## src/rtl/dcbs_defines.vh

```
/*
  constants for the dc-balanced 21-bit serializer: lane geometry, framing
  lengths, forwarded clock patterns, running-sum encoding and lock count.
  assumes it is included by bare name from the serializer design file.
*/
`ifndef DCBS_DEFINES_VH
`define DCBS_DEFINES_VH

// lane geometry
`define DCBS_LANES 3
`define DCBS_PAY_BITS 7
`define DCBS_FRAME_BITS 9
`define DCBS_DATA_BITS 21

// index of the last bit of a frame, per framing
`define DCBS_LAST_PLAIN 4'h6
`define DCBS_LAST_BAL 4'h8
`define DCBS_BITCNT_ZERO 4'h0
`define DCBS_BITCNT_ONE 4'h1

// forwarded clock shapes, sent lsb first
`define DCBS_CLK_PLAIN 9'h00F
`define DCBS_CLK_BAL_SHORT 9'h00F
`define DCBS_CLK_BAL_LONG 9'h01F
`define DCBS_CLK_IDLE 9'h000

// running sum, five-bit two's complement
`define DCBS_RS_ZERO 5'h00
`define DCBS_DISP_OFFSET 5'h07

// pll lock bound in parallel clock periods
`define DCBS_LOCK_PERIODS 32800
`define DCBS_LOCK_W 16

// buffer depth in words
`define DCBS_FIFO_DEPTH 32

`endif

```

## src/rtl/dcbs_serializer.v

```verilog
/*
  21-bit to 3-lane serializer with forwarded clock, plain 7-bit framing or
  dc-balanced 9-bit framing, a word buffer and a power-down/lock sequence.
  holds the buffer, the per-lane encoder and the top module dcbs_serializer.
  assumes ref_clk_in is the only clock; parallel clock, data and control pins
  arrive asynchronously and are sampled; one serial bit leaves per ref clock.
*/
`timescale 1ns/100ps
`include "dcbs_defines.vh"

// word buffer between the parallel capture and the serializer
module dcbs_fifo #(
  parameter WIDTH = 22,
  parameter DEPTH = `DCBS_FIFO_DEPTH,
  parameter AW = 5
) (
  input wire clk_in,
  input wire rst_in,
  input wire clear_in,
  input wire in_valid_in,
  output wire in_ready_out,
  input wire [WIDTH-1:0] in_data_in,
  output wire out_valid_out,
  input wire out_ready_in,
  output wire [WIDTH-1:0] out_data_out
);
  reg [WIDTH-1:0] mem_r [0:DEPTH-1]; // flip-flop storage
  reg [AW-1:0] wr_ptr_r; // next slot to write
  reg [AW-1:0] rd_ptr_r; // oldest word
  reg [AW:0] count_r; // words held, one bit wider than the pointers
  wire push;
  wire pop;

  assign in_ready_out = (count_r != DEPTH[AW:0]);
  assign out_valid_out = (count_r != {(AW+1){1'b0}});
  assign out_data_out = mem_r[rd_ptr_r];
  assign push = in_valid_in & in_ready_out;
  assign pop = out_valid_out & out_ready_in;

  // pointers and fill count; clear empties the buffer without touching data
  always @(posedge clk_in) begin
    if (rst_in || clear_in) begin
      wr_ptr_r <= {AW{1'b0}};
      rd_ptr_r <= {AW{1'b0}};
      count_r <= {(AW+1){1'b0}};
    end else begin
      if (push) begin
        wr_ptr_r <= (wr_ptr_r == DEPTH[AW-1:0] - 1'b1) ? {AW{1'b0}} : wr_ptr_r + 1'b1;
      end
      if (pop) begin
        rd_ptr_r <= (rd_ptr_r == DEPTH[AW-1:0] - 1'b1) ? {AW{1'b0}} : rd_ptr_r + 1'b1;
      end
      if (push && !pop) begin
        count_r <= count_r + 1'b1;
      end else if (pop && !push) begin
        count_r <= count_r - 1'b1;
      end
    end
  end

  // storage write; no reset needed, the count guards stale words
  always @(posedge clk_in) begin
    if (push) begin
      mem_r[wr_ptr_r] <= in_data_in;
    end
  end
endmodule

// one data lane: inversion choice, flag append and shift-out
module dcbs_lane (
  input wire clk_in,
  input wire rst_in,
  input wire clear_in,
  input wire load_in,
  input wire shift_in,
  input wire balance_in,
  input wire [`DCBS_PAY_BITS-1:0] group_in,
  output wire bit_out
);
  reg [`DCBS_FRAME_BITS-1:0] sh_r; // frame being shifted, lsb leaves first
  reg [4:0] rs_r; // running digital sum of this lane
  reg [2:0] ones; // ones in the incoming group
  reg [4:0] disp; // ones minus zeros of the group
  reg sum_pos; // running sum above zero
  reg sum_neg; // running sum below zero
  reg inv; // send this group inverted
  reg [`DCBS_PAY_BITS-1:0] payload; // group as it goes on the wire
  integer i;

  assign bit_out = sh_r[0];

  // disparity and inversion choice for the group now offered
  always @* begin
    ones = 3'h0;
    for (i = 0; i < `DCBS_PAY_BITS; i = i + 1) begin
      ones = ones + {2'h0, group_in[i]};
    end
    disp = {1'b0, ones, 1'b0} - `DCBS_DISP_OFFSET;
    sum_neg = rs_r[4];
    sum_pos = !rs_r[4] && (rs_r != `DCBS_RS_ZERO);
    // a zero sum never inverts; matching signs do
    inv = balance_in && ((sum_pos && !disp[4]) || (sum_neg && disp[4]));
    payload = inv ? ~group_in : group_in;
  end

  // load a frame at the word boundary, otherwise shift one bit per clock
  always @(posedge clk_in) begin
    if (rst_in || clear_in) begin
      sh_r <= {`DCBS_FRAME_BITS{1'b0}};
      rs_r <= `DCBS_RS_ZERO; // every relock starts balanced
    end else if (load_in) begin
      if (balance_in) begin
        // payload then flags: 1,0 inverted, 0,1 plain
        sh_r <= {~inv, inv, payload};
        // flags are net zero, so only the sent payload moves the sum
        rs_r <= inv ? rs_r - disp : rs_r + disp;
      end else begin
        // plain framing: raw seven bits, no tracking
        sh_r <= {2'b00, group_in};
      end
    end else if (shift_in) begin
      sh_r <= {1'b0, sh_r[`DCBS_FRAME_BITS-1:1]};
    end
  end
endmodule

// top: capture, buffer, lock sequencing and serial output
module dcbs_serializer #(
  parameter LOCK_PERIODS = `DCBS_LOCK_PERIODS, // shorten for simulation
  parameter FIFO_DEPTH = `DCBS_FIFO_DEPTH,
  parameter FIFO_AW = 5
) (
  input wire ref_clk_in,
  input wire rst_in,
  input wire parallel_clock_in,
  input wire [`DCBS_DATA_BITS-1:0] parallel_data_in,
  input wire power_down_n_in,
  input wire balance_mode_select_in,
  output wire [`DCBS_LANES-1:0] serial_lane_out,
  output reg serial_lane_oe_out,
  output wire forwarded_clock_out,
  output reg forwarded_clock_oe_out,
  output wire serial_valid_out,
  output reg frame_start_out,
  output reg pll_run_out,
  output reg term_enable_out,
  output reg term_high_out,
  output reg locked_out,
  output reg overflow_out,
  output reg fifo_ready_out
);
  localparam WW = `DCBS_DATA_BITS + 1; // buffered word: mode bit over data

  // two-stage samplers for every asynchronous pin
  reg [`DCBS_DATA_BITS-1:0] data_s1_r;
  reg [`DCBS_DATA_BITS-1:0] data_s2_r;
  reg pclk_s1_r;
  reg pclk_s2_r;
  reg pclk_s3_r; // previous sampled level, for edge finding
  reg pwr_s1_r;
  reg pwr_s2_r;
  reg mode_s1_r;
  reg mode_s2_r;

  reg [`DCBS_LOCK_W-1:0] lock_cnt_r; // parallel periods since release
  reg locked_r;
  reg busy_r; // a frame is on the wire
  reg [3:0] bcnt_r; // bit index inside the frame
  reg frame_bal_r; // framing of the frame on the wire
  reg clk_long_r; // next balanced clock frame is the 5/9 one
  reg [`DCBS_FRAME_BITS-1:0] ck_sh_r; // forwarded clock pattern

  wire pclk_rise;
  wire powered;
  wire bit_last;
  wire load;
  wire fifo_in_ready;
  wire fifo_out_valid;
  wire [WW-1:0] fifo_out_data;
  wire push_req;
  wire word_bal;
  wire [`DCBS_LANES-1:0] lane_bits;

  assign pclk_rise = pclk_s2_r & ~pclk_s3_r;
  assign powered = pwr_s2_r;
  // words are taken only once locked, so lock-time garbage never reaches the link
  assign push_req = pclk_rise & locked_r & powered;
  assign word_bal = fifo_out_data[WW-1];
  assign bit_last = busy_r && (bcnt_r == (frame_bal_r ? `DCBS_LAST_BAL : `DCBS_LAST_PLAIN));
  // next frame starts straight after the last bit, so frames run back to back
  assign load = fifo_out_valid && locked_r && powered && (!busy_r || bit_last);
  assign serial_lane_out = lane_bits;
  assign forwarded_clock_out = ck_sh_r[0];
  assign serial_valid_out = busy_r;

  // pin samplers; pins pulled by the package default as noted
  always @(posedge ref_clk_in) begin
    if (rst_in) begin
      data_s1_r <= {`DCBS_DATA_BITS{1'b0}};
      data_s2_r <= {`DCBS_DATA_BITS{1'b0}};
      pclk_s1_r <= 1'b0;
      pclk_s2_r <= 1'b0;
      pclk_s3_r <= 1'b0;
      pwr_s1_r <= 1'b0;
      pwr_s2_r <= 1'b0;
      mode_s1_r <= 1'b1;
      mode_s2_r <= 1'b1;
    end else begin
      data_s1_r <= parallel_data_in;
      data_s2_r <= data_s1_r;
      pclk_s1_r <= parallel_clock_in;
      pclk_s2_r <= pclk_s1_r;
      pclk_s3_r <= pclk_s2_r;
      pwr_s1_r <= power_down_n_in;
      pwr_s2_r <= pwr_s1_r;
      mode_s1_r <= balance_mode_select_in;
      mode_s2_r <= mode_s1_r;
    end
  end

  // lock counter: counts parallel periods after release, cleared by power-down
  always @(posedge ref_clk_in) begin
    if (rst_in || !powered) begin
      lock_cnt_r <= {`DCBS_LOCK_W{1'b0}};
      locked_r <= 1'b0; // outputs stay floating while down
    end else if (!locked_r && pclk_rise) begin
      // a stalled parallel clock stalls the lock as well
      if (lock_cnt_r == LOCK_PERIODS[`DCBS_LOCK_W-1:0] - 1'b1) begin
        locked_r <= 1'b1; // enabled on the last counted period
      end else begin
        lock_cnt_r <= lock_cnt_r + 1'b1;
      end
    end
  end

  // pin controls: pll, termination, output enables, buffer status
  always @(posedge ref_clk_in) begin
    if (rst_in) begin
      pll_run_out <= 1'b0;
      term_enable_out <= 1'b0;
      term_high_out <= 1'b0;
      serial_lane_oe_out <= 1'b0;
      forwarded_clock_oe_out <= 1'b0;
      locked_out <= 1'b0;
      fifo_ready_out <= 1'b0;
    end else begin
      pll_run_out <= powered;
      term_enable_out <= powered; // termination back in from release
      // plain framing uses the 410 ohm setting
      term_high_out <= powered & ~mode_s2_r;
      // drive only once locked
      serial_lane_oe_out <= powered & locked_r;
      forwarded_clock_oe_out <= powered & locked_r;
      locked_out <= locked_r;
      fifo_ready_out <= fifo_in_ready & locked_r & powered;
    end
  end

  // sticky overflow: a word arrived with the buffer full; cleared by power-down
  always @(posedge ref_clk_in) begin
    if (rst_in || !powered) begin
      overflow_out <= 1'b0;
    end else if (push_req && !fifo_in_ready) begin
      overflow_out <= 1'b1;
    end
  end

  // buffer: mode is stored with each word, so a mode change never splits a frame
  dcbs_fifo #(
    .WIDTH(WW),
    .DEPTH(FIFO_DEPTH),
    .AW(FIFO_AW)
  ) u_fifo (
    .clk_in(ref_clk_in),
    .rst_in(rst_in),
    .clear_in(!powered),
    .in_valid_in(push_req),
    .in_ready_out(fifo_in_ready),
    .in_data_in({mode_s2_r, data_s2_r}), // high or open pin means balanced
    .out_valid_out(fifo_out_valid),
    .out_ready_in(load),
    .out_data_out(fifo_out_data)
  );

  // frame sequencer and forwarded clock shaping
  always @(posedge ref_clk_in) begin
    if (rst_in || !powered) begin
      busy_r <= 1'b0;
      bcnt_r <= `DCBS_BITCNT_ZERO;
      frame_bal_r <= 1'b1;
      clk_long_r <= 1'b0;
      ck_sh_r <= `DCBS_CLK_IDLE;
      frame_start_out <= 1'b0;
    end else begin
      frame_start_out <= load;
      if (load) begin
        busy_r <= 1'b1;
        bcnt_r <= `DCBS_BITCNT_ZERO;
        frame_bal_r <= word_bal;
        if (word_bal) begin
          // alternate 4/9 and 5/9 high; the clock sum swings by one
          ck_sh_r <= clk_long_r ? `DCBS_CLK_BAL_LONG : `DCBS_CLK_BAL_SHORT;
          clk_long_r <= ~clk_long_r;
        end else begin
          ck_sh_r <= `DCBS_CLK_PLAIN;
        end
      end else begin
        if (bit_last) begin
          busy_r <= 1'b0; // buffer empty: lanes idle low until the next word
        end
        bcnt_r <= bcnt_r + `DCBS_BITCNT_ONE;
        ck_sh_r <= {1'b0, ck_sh_r[`DCBS_FRAME_BITS-1:1]};
      end
    end
  end

  // three encoders, each fed its seven-bit slice
  genvar g;
  generate
    for (g = 0; g < `DCBS_LANES; g = g + 1) begin : g_lane
      dcbs_lane u_lane (
        .clk_in(ref_clk_in),
        .rst_in(rst_in),
        .clear_in(!powered),
        .load_in(load),
        .shift_in(busy_r),
        .balance_in(word_bal),
        .group_in(fifo_out_data[g*`DCBS_PAY_BITS +: `DCBS_PAY_BITS]),
        .bit_out(lane_bits[g])
      );
    end
  endgenerate
endmodule

```

## config.mk

```make
export PLATFORM = sky130hd
export DESIGN_NAME = dcbs_serializer
export DESIGN_NICKNAME = d
export VERILOG_FILES = /design/src/rtl/dcbs_serializer.v
export VERILOG_INCLUDE_DIRS = /design/src /design/src/rtl
export SDC_FILE = /design/constraint.sdc
export NUM_CORES = 1
export LEC_CHECK = 0
export BUFFER_PORTS_ARGS = -buffer_cell sky130_fd_sc_hd__buf_2
export CAP_MARGIN = 25
export CORE_UTILIZATION = 57
export CTS_CLUSTER_DIAMETER = 80
export CTS_CLUSTER_SIZE = 40
export DETAILED_ROUTE_END_ITERATION = 8
export PLACE_DENSITY = 0.87
export SLEW_MARGIN = 20
export SYNTH_ARGS = -nofsm -noshare
export SYNTH_HDL_FRONTEND = slang
export SYNTH_SLANG_ARGS = --single-unit
```

## constraint.sdc

```tcl
create_clock -name ref_clk_in -period 5.6 [get_ports ref_clk_in]
set_clock_uncertainty 0.1 [all_clocks]
set_input_delay 0.84 -clock ref_clk_in [delete_from_list [all_inputs] [get_ports ref_clk_in]]
set_output_delay 0.84 -clock ref_clk_in [all_outputs]
set_load 0.01 [all_outputs]
```

# --- Word level (Yosys, flattened, before mapping) ---
# Memory sizes are Yosys's and may differ from the RTL's. A register that Yosys moved wholly into a read port is not among the register bits.
# Index checks and enable logic that the tools add are counted.
word_totals:
  mem_count: 1
  wordCells: 171
  reg_bits: 147
  out_inout_bits: 14
  mem_bits_rw: 704
memory_table:
  columns: ["memory", "depth", "word_bits", "read_ports", "rd_clocked_by_memory_dff", "write_ports", "line_no", "text"]
  rows:
  - ["u_fifo.mem_r", 32, 22, 1, 1, 1, "dcbs_serializer.v:27", "reg [WIDTH-1:0] mem_r [0:DEPTH-1];"]
classes:
  addsub: 33
  muxes: 29
  bitwise_logic: 21
  reduce_logical: 49
  n_eq_ne: 5
op_table:
  columns: ["cell", "count"]
  rows:
  - ["$mux W9", 9]
  - ["$add A3 B1 Y3", 15]
  - ["$mux W5", 9]
  - ["$mux W7", 3]
  - ["$not A7 Y7", 3]
  - ["$logic_and A1 B1 Y1", 20]
  - ["$add A16 B1 Y16 const B", 1]
  - ["$eq A16 B16 Y1 const B", 1]
  - ["$add A5 B5 Y5", 3]
  - ["$reduce_bool A5 Y1", 3]
  - ["$sub A4 B3 Y5 const B", 3]
  - ["$sub A5 B5 Y5", 3]
  - ["$logic_not A1 Y1", 12]
  - ["$mux W6", 2]
  - ["$add A5 B1 Y5 const B", 2]
  - ["$eq A5 B5 Y1 const B", 2]
  - ["$and A1 B1 Y1", 9]
  - ["$not A1 Y1", 9]
  - ["$mux W8", 1]
  - ["$add A1 B1 Y2", 3]
  - ["$add A6 B1 Y6 const B", 1]
  - ["$ne A6 B6 Y1 const B", 1]
  - ["$reduce_and A2 Y1", 3]
  - ["$reduce_bool A2 Y1", 3]
  - ["other kinds (9)", 16]

# --- Longest topological paths before layout ---
# Gate-level depths: netlist of the first run.
depth:
  ltp_word: 14
  ltp_mapped: 29

# --- Cells and area by module ---
# Synthesis of the first run repeated with hierarchy kept, for this count alone.
hier_totals:
  cells_unflattened: 2046
  hier_area_um2: 33826.2
by_module_without_submodules:
  columns: ["module", "instances", "seq_area_each_um2", "cells_each", "area_each_um2"]
  rows:
  - ["dcbs_fifo", 1, 21560.7, 1421, 27994.3]
  - ["dcbs_lane", 3, 280.3, 116, 988.4]
  - ["dcbs_serializer", 1, 1701.6, 277, 2866.5]

# --- Least setup slack after synthesis of the first run ---
# OpenSTA, ideal clock, no wires.
synth_path:
  path_kind: "register -> register"
  from: "reg with a tool-made name"
  to: "reg g_lane[2].u_lane.rs_r[4]"
  setup_slack_ps: -233
  t_required_ps: 5385
  setup_time_ps: 115
  synth_period_minus_slack_ps: 5833
  n_path_buf: 4
  arrival_time_ps: 5618
  path_stages_with_launch: 28
  path_cell_list: "dfxtp_1 > buf_6 > buf_4 > nor4b_1 > clkbuf_1 > a22oi_1 > nand4_1 > nor2_1 > ha_1 > inv_1 > fa_1 > fa_1 > inv_1 > ha_1 > inv_1 > fa_1 > xor2_1 > nand2b_1 > o21ai_0 > o31ai_1 > buf_4 > xnor2_1 > fa_1 > a21o_1 > a21oi_1 > or4_1 > a21oi_1 > o21a_1"
synth_lines:
  columns: ["element", "line_no", "text"]
  rows:
  - ["end signal: assignment", "dcbs_serializer.v:110", "rs_r <= `DCBS_RS_ZERO;"]
  - ["end signal: assignment", "dcbs_serializer.v:116", "rs_r <= inv ? rs_r - disp : rs_r + disp;"]
  - ["end: declaration", "dcbs_serializer.v:81", "reg [4:0] rs_r;"]

==> results of run 1 <==
[worst max-delay path: cells and delay by family, from the launching register on]
kind            cells  cell delay, ns
fa+ha+maj           5            1.88
compound gates      7            1.55
simple gates        4            0.97
buf+inv             5            0.54
flops               1            0.44
xor+xnor            2            0.41
mux                 1            0.13
[registers in the layout, summed over array words and instances (netlist names), 4 cells and up, named ones only]
register            count
u_fifo.rd_ptr_r         5
data_s1_r              21
u_fifo.wr_ptr_r         5
g_lane.u_lane.sh_r     27
u_fifo.count_r          6
u_fifo.mem_r          704
lock_cnt_r             16
bcnt_r                  4
ck_sh_r                 5
g_lane.u_lane.rs_r     15
data_s2_r              21
[how the worst min path moves through the flow]
| stage | cells after the start | end | startpoint | slack (ns) |
|---|---|---|---|---|
| floorplan | 1 | mode_s2_r | mode_s1_r | 0.29 |
| global placement | 1 | mode_s2_r | mode_s1_r | 0.29 |
| CTS | 2 | mode_s1_r | balance_mode_select_in | 0.25 |
| global route | 2 | mode_s1_r | balance_mode_select_in | 0.28 |
| detailed placement | 1 | mode_s2_r | mode_s1_r | 0.30 |
| finish | 2 | mode_s1_r | balance_mode_select_in | 0.26 |
[cell families (layout without fill, tap and decap cells)]
kind of cell | after synthesis | in the layout | synth area share, %
DFF | 852 | 852 | 71.66
AOI/OAI and AO/OA | 303 | 303 | 6.562
adders and majority gates | 45 | 45 | 1.964
and+or+nand+nor | 338 | 338 | 5.557
buffers and inverters | 153 | 370 | 2.035
xor gates and xnor gates | 58 | 58 | 1.510
muxes | 354 | 354 | 10.71
[routing by layer]
layer  part of all wire, %  vias to the layer above  wire [um]
met2                    49                     1478      42590
met1                    35                    10160      30240
met3                    10                      351       9092
li1                      -                     8515          -
met4                   5.9                        2       5138
met5                 0.014                        -         12
[stage by stage]
stage / power, uW / utilization (%) / cells
after floorplan: 7030 / - / 2103
after global placement: 7071 / 62.20 / 2963
after detailed placement: 7087 / 62.43 / 2970
after CTS: 10070 / 65.15 / 3060
after global routing: 10300 / 66.06 / 3085
final: 10100 / 66.06 / 3085
[power breakdown]
group          switching (uW)  total [uW]  internal [uW]
logic                    38.8        62.8           24.0
registers                51.2        6880           6830
clock network            1960        3160           1190
[cell type report]
cell class / instances / share of cell area, %
clock buffers: 39 / 2.184
clock inverters: 17 / 0.5973
inverters: 30 / 0.2938
multi-input cells: 1098 / 24.46
flip-flops and latches: 852 / 62.95
well taps: 765 / 2.497
repair buffers: 284 / 7.018
[cells in the final DEF, fill, tap and decap left out, types with 9 or more instances in the layout]
master,instances
sky130_fd_sc_hd__xnor2_1,13
sky130_fd_sc_hd__inv_1,28
sky130_fd_sc_hd__clkbuf_16,37
sky130_fd_sc_hd__a22oi_1,158
sky130_fd_sc_hd__a211oi_1,21
sky130_fd_sc_hd__a21o_1,10
sky130_fd_sc_hd__buf_8,9
sky130_fd_sc_hd__a21oi_1,26
sky130_fd_sc_hd__buf_2,39
sky130_fd_sc_hd__nand2_1,38
sky130_fd_sc_hd__nor2_2,38
sky130_fd_sc_hd__nand4_1,49
sky130_fd_sc_hd__a221oi_1,21
sky130_fd_sc_hd__nor2_1,64
sky130_fd_sc_hd__dfxtp_2,14
sky130_fd_sc_hd__xor2_1,39
sky130_fd_sc_hd__buf_6,10
sky130_fd_sc_hd__edfxtp_1,704
sky130_fd_sc_hd__nand3_1,17
sky130_fd_sc_hd__mux2i_1,334
sky130_fd_sc_hd__buf_4,187
sky130_fd_sc_hd__buf_12,29
sky130_fd_sc_hd__nor2b_1,51
sky130_fd_sc_hd__o21ai_0,11
sky130_fd_sc_hd__dfxtp_1,131
sky130_fd_sc_hd__ha_1,30
sky130_fd_sc_hd__a22oi_2,14
sky130_fd_sc_hd__and3_1,9
[repair_timing]
item,CTS,global route
gates resized for setup,50,46
endpoints found under the setup margin,7,12
pin swaps,28,51
cloned,3,5
buffers inserted,31,21
==> implementation parameters, run 1 <==
Parameter                              Value

Status
  Outcome    complete, but fails checks
  Violated checks    negative setup slack

Detailed routing
  DR vias/cell    6.646
  Number of detailed-routing iterations run before antenna repair    6
  WL final    87070 um
  Iteration-0 DRC count of the detailed router    2674
  DR vias    20500
  Number of antenna-violating nets in the routed design    0
  Residual DRC    0
  Detailed-route wire length per cell    28.22 um

Pwr
  Maximum ir drop on the vdd rail    268.7 uV
  Power density over cell area    263.6 nW/um^2
  Leakage power    0.01318 uW

Placed design
  Post-detail-place hpwl    50810 um
  Post-Place Cell Area    36220 sq um
  Global placement routability congestion    0.8872
  Post-placement setup slack    -0.4064 ns
  Port bufs    39

Finish
  Number of nets in the final layout    2367
  Share of final-layout standard cells stronger than drive strength 1    20.73%
  Area growth syn-to-layout    13.96%
  Sequential cell area    24130 sq um
  Count of filler cells inserted in the layout    3548
  Antenna Diode Count    0
  Area occupied by multi-input gates    9375 sq um
  Post-route cell area    38330 sq um

STA
  Final critical-path setup slack    -0.5444 ns
  Aggregate negative setup slack    -2.534 ns
  Relative max-transition margin    25.64%
  Final critical-path required period    6.144 ns
  Setup repair after global routing missed its margin    true
  Tightest Pin Transition    1.106 ns
  Number of setup violations in the final report    9
  Hold violation count in the final report    0
  Worst hold margin    0.2623 ns
  Max-slew violation count    0
  Achievable clock frequency    0.1628 GHz
  Share of the clock period used by the worst path    109.7%

Setup path
  Kind of start point of the critical path    flop
  Endpoint of the most critical setup path    g_lane[2].u_lane.rs_r[4]
  Kind of critical path    reg2reg
  Worst Setup End Kind    flop
  Maximum fanout along the worst path    6
  Register-to-Register Path Depth    24
  Data required time at the worst endpoint    6.06 ns
  Arrival time of the worst setup path    6.60 ns
  Cell type of the slowest stage on the worst timing path    sky130_fd_sc_hd__a22oi_1
  R2r setup slk    -0.54 ns
  Delay of the slowest critical-path stage    0.57 ns
  Worst r2r dst    g_lane[2].u_lane.rs_r[4]
  Ordered cell list for the critical path    buf_6 > buf_12 > buf_4 > mux2i_1 > a22oi_1 > nand4_1 > or2_1 > fa_1 > fa_1 > inv_1 > ha_2 > inv_2 > fa_2 > xor2_2 > nand2b_4 > o21ai_4 > o31ai_4 > xnor2_2 > fa_2 > a21o_1 > a21oi_2 > or4_1 > a21oi_1 > o21a_1

Synth
  Library cell with the highest instance count after synthesis    sky130_fd_sc_hd__edfxtp_1
  Async set or reset register ratio after synthesis    0%
  Portion of the post-synthesis area used by sequential elements    71.66%
  Number of cells produced by synthesis    2103
  Synthesis warning total    0
  Post-synth top flop    sky130_fd_sc_hd__edfxtp_1
  Fraction of post-synthesis cell area in the top cell type by area    62.85%
  Cell types with the highest counts after synthesis    sky130_fd_sc_hd__edfxtp_1 (704), sky130_fd_sc_hd__mux2i_1 (342), sky130_fd_sc_hd__a22oi_1 (172)
  Synth Register Bits    852
  Avg Inst Size Synth    15.99 sq um
  Post-synthesis cell area    33640 sq um
  Leading post-synthesis cells by cell area    sky130_fd_sc_hd__edfxtp_1 (63%), sky130_fd_sc_hd__mux2i_1 (10%), sky130_fd_sc_hd__dfxtp_1 (8.8%)
  Net count of the mapped netlist    2174
  Number of flops mapped to enable cells by yosys    704
  Most area-hungry cell type in the Yosys netlist    sky130_fd_sc_hd__edfxtp_1
  Cell variety after synth    63

Floorplanning
  Core Area    58030 sq um
  Die Area    59990 sq um
  Die Span X    244.9 um
  Number of placed I/O pins    40
  Chip height    244.9 um
  Starting density of the core    57.97%
  Num rows    88

Global routing
  Pin count of the biggest net entering global routing    84
  Residual overflow from global routing    0
  Busiest layer in global routing    met2
  GRT Overall Usage    27.42%
  Routing usage on met1    34.43%
  Met3 capacity usage during global routing    5.073%
  Number of global-route vias before repair    19800
  Global-route wire length before repair    122200 um
  Met2 Resource Use GR    46.25%
  Number of antenna violations at the first check in global routing    7

Min path
  Worst hold-check path type    in2reg

CTS
  Clock tree sinks    852
  Num CTS Buffers    30
  Clock tree from TritonCTS    done
  Clock latency reported for the late side of the worst-skew pair    0.67 ns
  CTS Root Cell    sky130_fd_sc_hd__clkbuf_16
  CTS Buffer Depth    3
  Deepest level of the CTS H-tree    1
  Clock-pin slew on the worst setup and hold paths    0.15 ns
  Total of hold buffers inserted after clock tree synthesis    0

Job
  Number of maximum-capacitance violations    0
(Power assumes the default switching activity.)
==> run 2, diff against run 1 <==
--- a/config.mk
+++ b/config.mk
@@ -8,11 +8,11 @@
 export LEC_CHECK = 0
 export BUFFER_PORTS_ARGS = -buffer_cell sky130_fd_sc_hd__buf_2
 export CAP_MARGIN = 25
-export CORE_UTILIZATION = 57
+export CORE_UTILIZATION = 63
 export CTS_CLUSTER_DIAMETER = 80
 export CTS_CLUSTER_SIZE = 40
 export DETAILED_ROUTE_END_ITERATION = 8
-export PLACE_DENSITY = 0.87
+export PLACE_DENSITY = 0.91
 export SLEW_MARGIN = 20
 export SYNTH_ARGS = -nofsm -noshare
 export SYNTH_HDL_FRONTEND = slang
==> constraint.sdc (replaced) <==
create_clock -name ref_clk_in -period 6.1 [get_ports ref_clk_in]
set_clock_uncertainty 0.1 [all_clocks]
set_input_delay 0.915 -clock ref_clk_in [delete_from_list [all_inputs] [get_ports ref_clk_in]]
set_output_delay 0.915 -clock ref_clk_in [all_outputs]
set_load 0.01 [all_outputs]
==> run 2 against run 1 <==
Effect of this change:
- the flow still finishes with violations (negative setup slack)
- non-clock buffer count down 88
- sequential cell count unchanged
- cell area down 2.7%
- first-iteration DRC count up 8.9%
- critical path type unchanged
==> implementation parameters, run 2 (synthesis results as in run 1) <==
Parameter                              Value

STA
  Hold violation count in the final report    0 (unchanged)
  Final critical-path setup slack    -0.07897 ns (was -0.5444 ns)
  Final critical-path required period    6.179 ns (was 6.144 ns)
  Number of setup violations in the final report    2 (was 9)
  Setup repair after global routing missed its margin    true (unchanged)
  Max-slew violation count    0 (unchanged)
  Tightest Pin Transition    1.312 ns (was 1.106 ns)
  Aggregate negative setup slack    -0.1201 ns (was -2.534 ns)
  Achievable clock frequency    0.1618 GHz (was 0.1628 GHz)
  Worst hold margin    0.3176 ns (was 0.2623 ns)
  Share of the clock period used by the worst path    101.3% (was 109.7%)
  Relative max-transition margin    11.79% (was 25.64%)

Floorplanning
  Num rows    84 (was 88)
  Die Span X    233.1 um (was 244.9 um)
  Core Area    52660 sq um (was 58030 sq um)
  Starting density of the core    63.88% (was 57.97%)
  Chip height    233.1 um (was 244.9 um)
  Number of placed I/O pins    40 (unchanged)
  Die Area    54320 sq um (was 59990 sq um)

Setup path
  Worst r2r dst    g_lane[1].u_lane.rs_r[4] (was g_lane[2].u_lane.rs_r[4])
  Maximum fanout along the worst path    18 (was 6)
  Data required time at the worst endpoint    6.59 ns (was 6.06 ns)
  Kind of start point of the critical path    flop (unchanged)
  Register-to-Register Path Depth    26 (was 24)
  Arrival time of the worst setup path    6.67 ns (was 6.60 ns)
  Worst Setup End Kind    flop (unchanged)
  R2r setup slk    -0.08 ns (was -0.54 ns)
  Kind of critical path    reg2reg (unchanged)
  Endpoint of the most critical setup path    g_lane[1].u_lane.rs_r[4] (was g_lane[2].u_lane.rs_r[4])

Global routing
  Global-route wire length before repair    115600 um (was 122200 um)
  Residual overflow from global routing    0 (unchanged)
  Pin count of the biggest net entering global routing    85 (was 84)
  Number of antenna violations at the first check in global routing    7 (unchanged)
  GRT Overall Usage    29.07% (was 27.42%)
  Number of global-route vias before repair    19190 (was 19800)

Pwr
  Switching power as a share of total power    20.85% (was 20.32%)
  Share of total power in the clock network    31.3% (was 31.2%)
  Maximum ir drop on the vdd rail    339.3 uV (was 268.7 uV)
  Leakage power    0.01263 uW (was 0.01318 uW)
  Internal power consumption    7346 uW (was 8050 uW)
  Switching power summed over all nets    1936 uW (was 2053 uW)
  Proportion of power drawn by combinational gates    0.6% (about the same)
  Power density over cell area    248.8 nW/um^2 (was 263.6 nW/um^2)
  Reg power frac    68.1% (about the same)
  Post-layout power    9282 uW (was 10100 uW)

CTS
  Clock tree sinks    852 (unchanged)
  Num CTS Buffers    31 (was 30)
  Clock-pin slew on the worst setup and hold paths    0.14 ns (was 0.15 ns)
  Clock latency reported for the late side of the worst-skew pair    0.67 ns (about the same)
  Clock tree from TritonCTS    done (unchanged)
  CTS Buffer Depth    3 (unchanged)
  CTS Root Cell    sky130_fd_sc_hd__clkbuf_16 (unchanged)
  Deepest level of the CTS H-tree    1 (unchanged)

Detailed routing
  DR vias/cell    6.894 (was 6.646)
  Number of detailed-routing iterations run before antenna repair    6 (unchanged)
  DR vias    20160 (was 20500)
  Iteration-0 DRC count of the detailed router    2912 (was 2674)
  Detailed-route wire length per cell    29.38 um (was 28.22 um)
  Residual DRC    0 (unchanged)
  WL final    85920 um (was 87070 um)
  Number of antenna-violating nets in the routed design    0 (unchanged)

Finish
  Area growth syn-to-layout    10.93% (was 13.96%)
  Registers with the most flip-flops    u_fifo.mem_r x704, g_lane.u_lane.sh_r x27 (unchanged)
  Share of final-layout standard cells stronger than drive strength 1    16.69% (was 20.73%)
  Number of nets in the final layout    2281 (was 2367)
  Post-route cell area    37310 sq um (was 38330 sq um)
  Most frequent cells in the layout    sky130_fd_sc_hd__edfxtp_1 (704), sky130_fd_sc_hd__mux2i_1 (340), sky130_fd_sc_hd__a22oi_1 (164), sky130_fd_sc_hd__dfxtp_1 (131), sky130_fd_sc_hd__buf_4 (117) (was sky130_fd_sc_hd__edfxtp_1 (704), sky130_fd_sc_hd__mux2i_1 (334), sky130_fd_sc_hd__buf_4 (187), sky130_fd_sc_hd__a22oi_1 (158), sky130_fd_sc_hd__dfxtp_1 (131))
  Commonest non-fill, non-tap cell in the layout    sky130_fd_sc_hd__edfxtp_1 (unchanged)
  Area occupied by multi-input gates    9268 sq um (was 9375 sq um)
  Count of filler cells inserted in the layout    2915 (was 3548)
  Number of flip-flops under the largest register name    704 (unchanged)
  Sequential cell area    24130 sq um (about the same)
  Register with the most flip-flops    u_fifo.mem_r (unchanged)
  Fin util    70.86% (was 66.06%)

Placed design
  Post-Place Cell Area    35230 sq um (was 36220 sq um)
  Post-detail-place hpwl    49080 um (was 50810 um)
  Port bufs    39 (unchanged)
  Global placement routability congestion    0.9246 (was 0.8872)

Status
  Violated checks    negative setup slack (unchanged)
  Outcome    complete, but fails checks (unchanged)

Min path
  Cell depth of the worst min-delay path    1 (was 2)
  Worst hold-check path type    reg2reg (was in2reg)

Job
  Number of maximum-capacitance violations    0 (unchanged)
==> run 2: layout make-up <==
cell class	count	share of cell area [%]
inverters	30	0.3018
diodes	1	0.006706
multi-input cells	1099	24.84
clock inverters	19	0.8618
clock buffers	39	2.159
well taps	688	2.307
repair buffers	196	4.845
flip-flops and latches	852	64.68
==> run 2: worst max-delay path, cell delays in order, from the launching register on <==
cell and delay [ns]:
sky130_fd_sc_hd__dfxtp_4 0.40, sky130_fd_sc_hd__buf_4 0.20, sky130_fd_sc_hd__buf_16 0.20, sky130_fd_sc_hd__buf_4 0.25, sky130_fd_sc_hd__mux2i_1 0.13, sky130_fd_sc_hd__a22oi_1 0.25
sky130_fd_sc_hd__nand4_1 0.36, sky130_fd_sc_hd__nor2_1 0.36, sky130_fd_sc_hd__fa_1 0.47, sky130_fd_sc_hd__inv_1 0.08, sky130_fd_sc_hd__fa_1 0.40, sky130_fd_sc_hd__inv_1 0.06
sky130_fd_sc_hd__ha_1 0.15, sky130_fd_sc_hd__inv_1 0.06, sky130_fd_sc_hd__fa_2 0.35, sky130_fd_sc_hd__xor2_2 0.20, sky130_fd_sc_hd__nand2b_1 0.18, sky130_fd_sc_hd__o21ai_2 0.21
sky130_fd_sc_hd__o31ai_4 0.14, sky130_fd_sc_hd__xor2_2 0.25, sky130_fd_sc_hd__fa_2 0.41, sky130_fd_sc_hd__nor2b_2 0.13, sky130_fd_sc_hd__o21ai_0 0.08, sky130_fd_sc_hd__nand2b_1 0.13
sky130_fd_sc_hd__mux2i_1 0.23, sky130_fd_sc_hd__nand3_1 0.14, sky130_fd_sc_hd__a21oi_2 0.18
==> run 2: power groups by stage <==
stage	clock [uW]	sequential (uW)	combinational (uW)
5_1_grt	3070	6320	61.2
6_report	2900	6320	59.0
3_3_place_gp	0	6460	35.4
3_5_place_dp	0	6460	44.0
2_1_floorplan	0	6430	19.9
4_1_cts	2870	6330	44.1
==> run 2: timing repair <==
item | 4_1_cts | 5_1_grt
pin swaps | 9 | 35
gates cloned | 3 | 5
endpoints found under the setup margin | 5 | 6
hold buffers | 0 | 0
setup buffers | 4 | 44
gates resized for setup | 23 | 53
==> run 2: worst min path at each step <==
stage	from	end	slack (ns)
after floorplan	mode_s1_r	mode_s2_r	0.29
after detailed placement	mode_s1_r	mode_s2_r	0.30
after CTS	mode_s1_r	mode_s2_r	0.32
after global routing	mode_s1_r	mode_s2_r	0.34
after global placement	mode_s1_r	mode_s2_r	0.30
final	mode_s1_r	mode_s2_r	0.32
==> run 2: through the flow <==
step	cells	worst slack [ns]
after detailed placement	2804	-0.3768
after global placement	2801	-0.01990
final	2924	-0.07897
after CTS	2869	0.03451
after global routing	2923	-0.2361
after floorplan	2103	0.2671
==> run 2: per-layer routing <==
metal / vias up / wire length, um / track usage, %
li1: 8326 / - / -
met1: 9856 / 28980 / 37.18
met2: 1611 / 42100 / 47.68
met3: 362 / 9798 / 5.481
met4: 4 / 5003 / 14.79
met5: - / 31 / 0
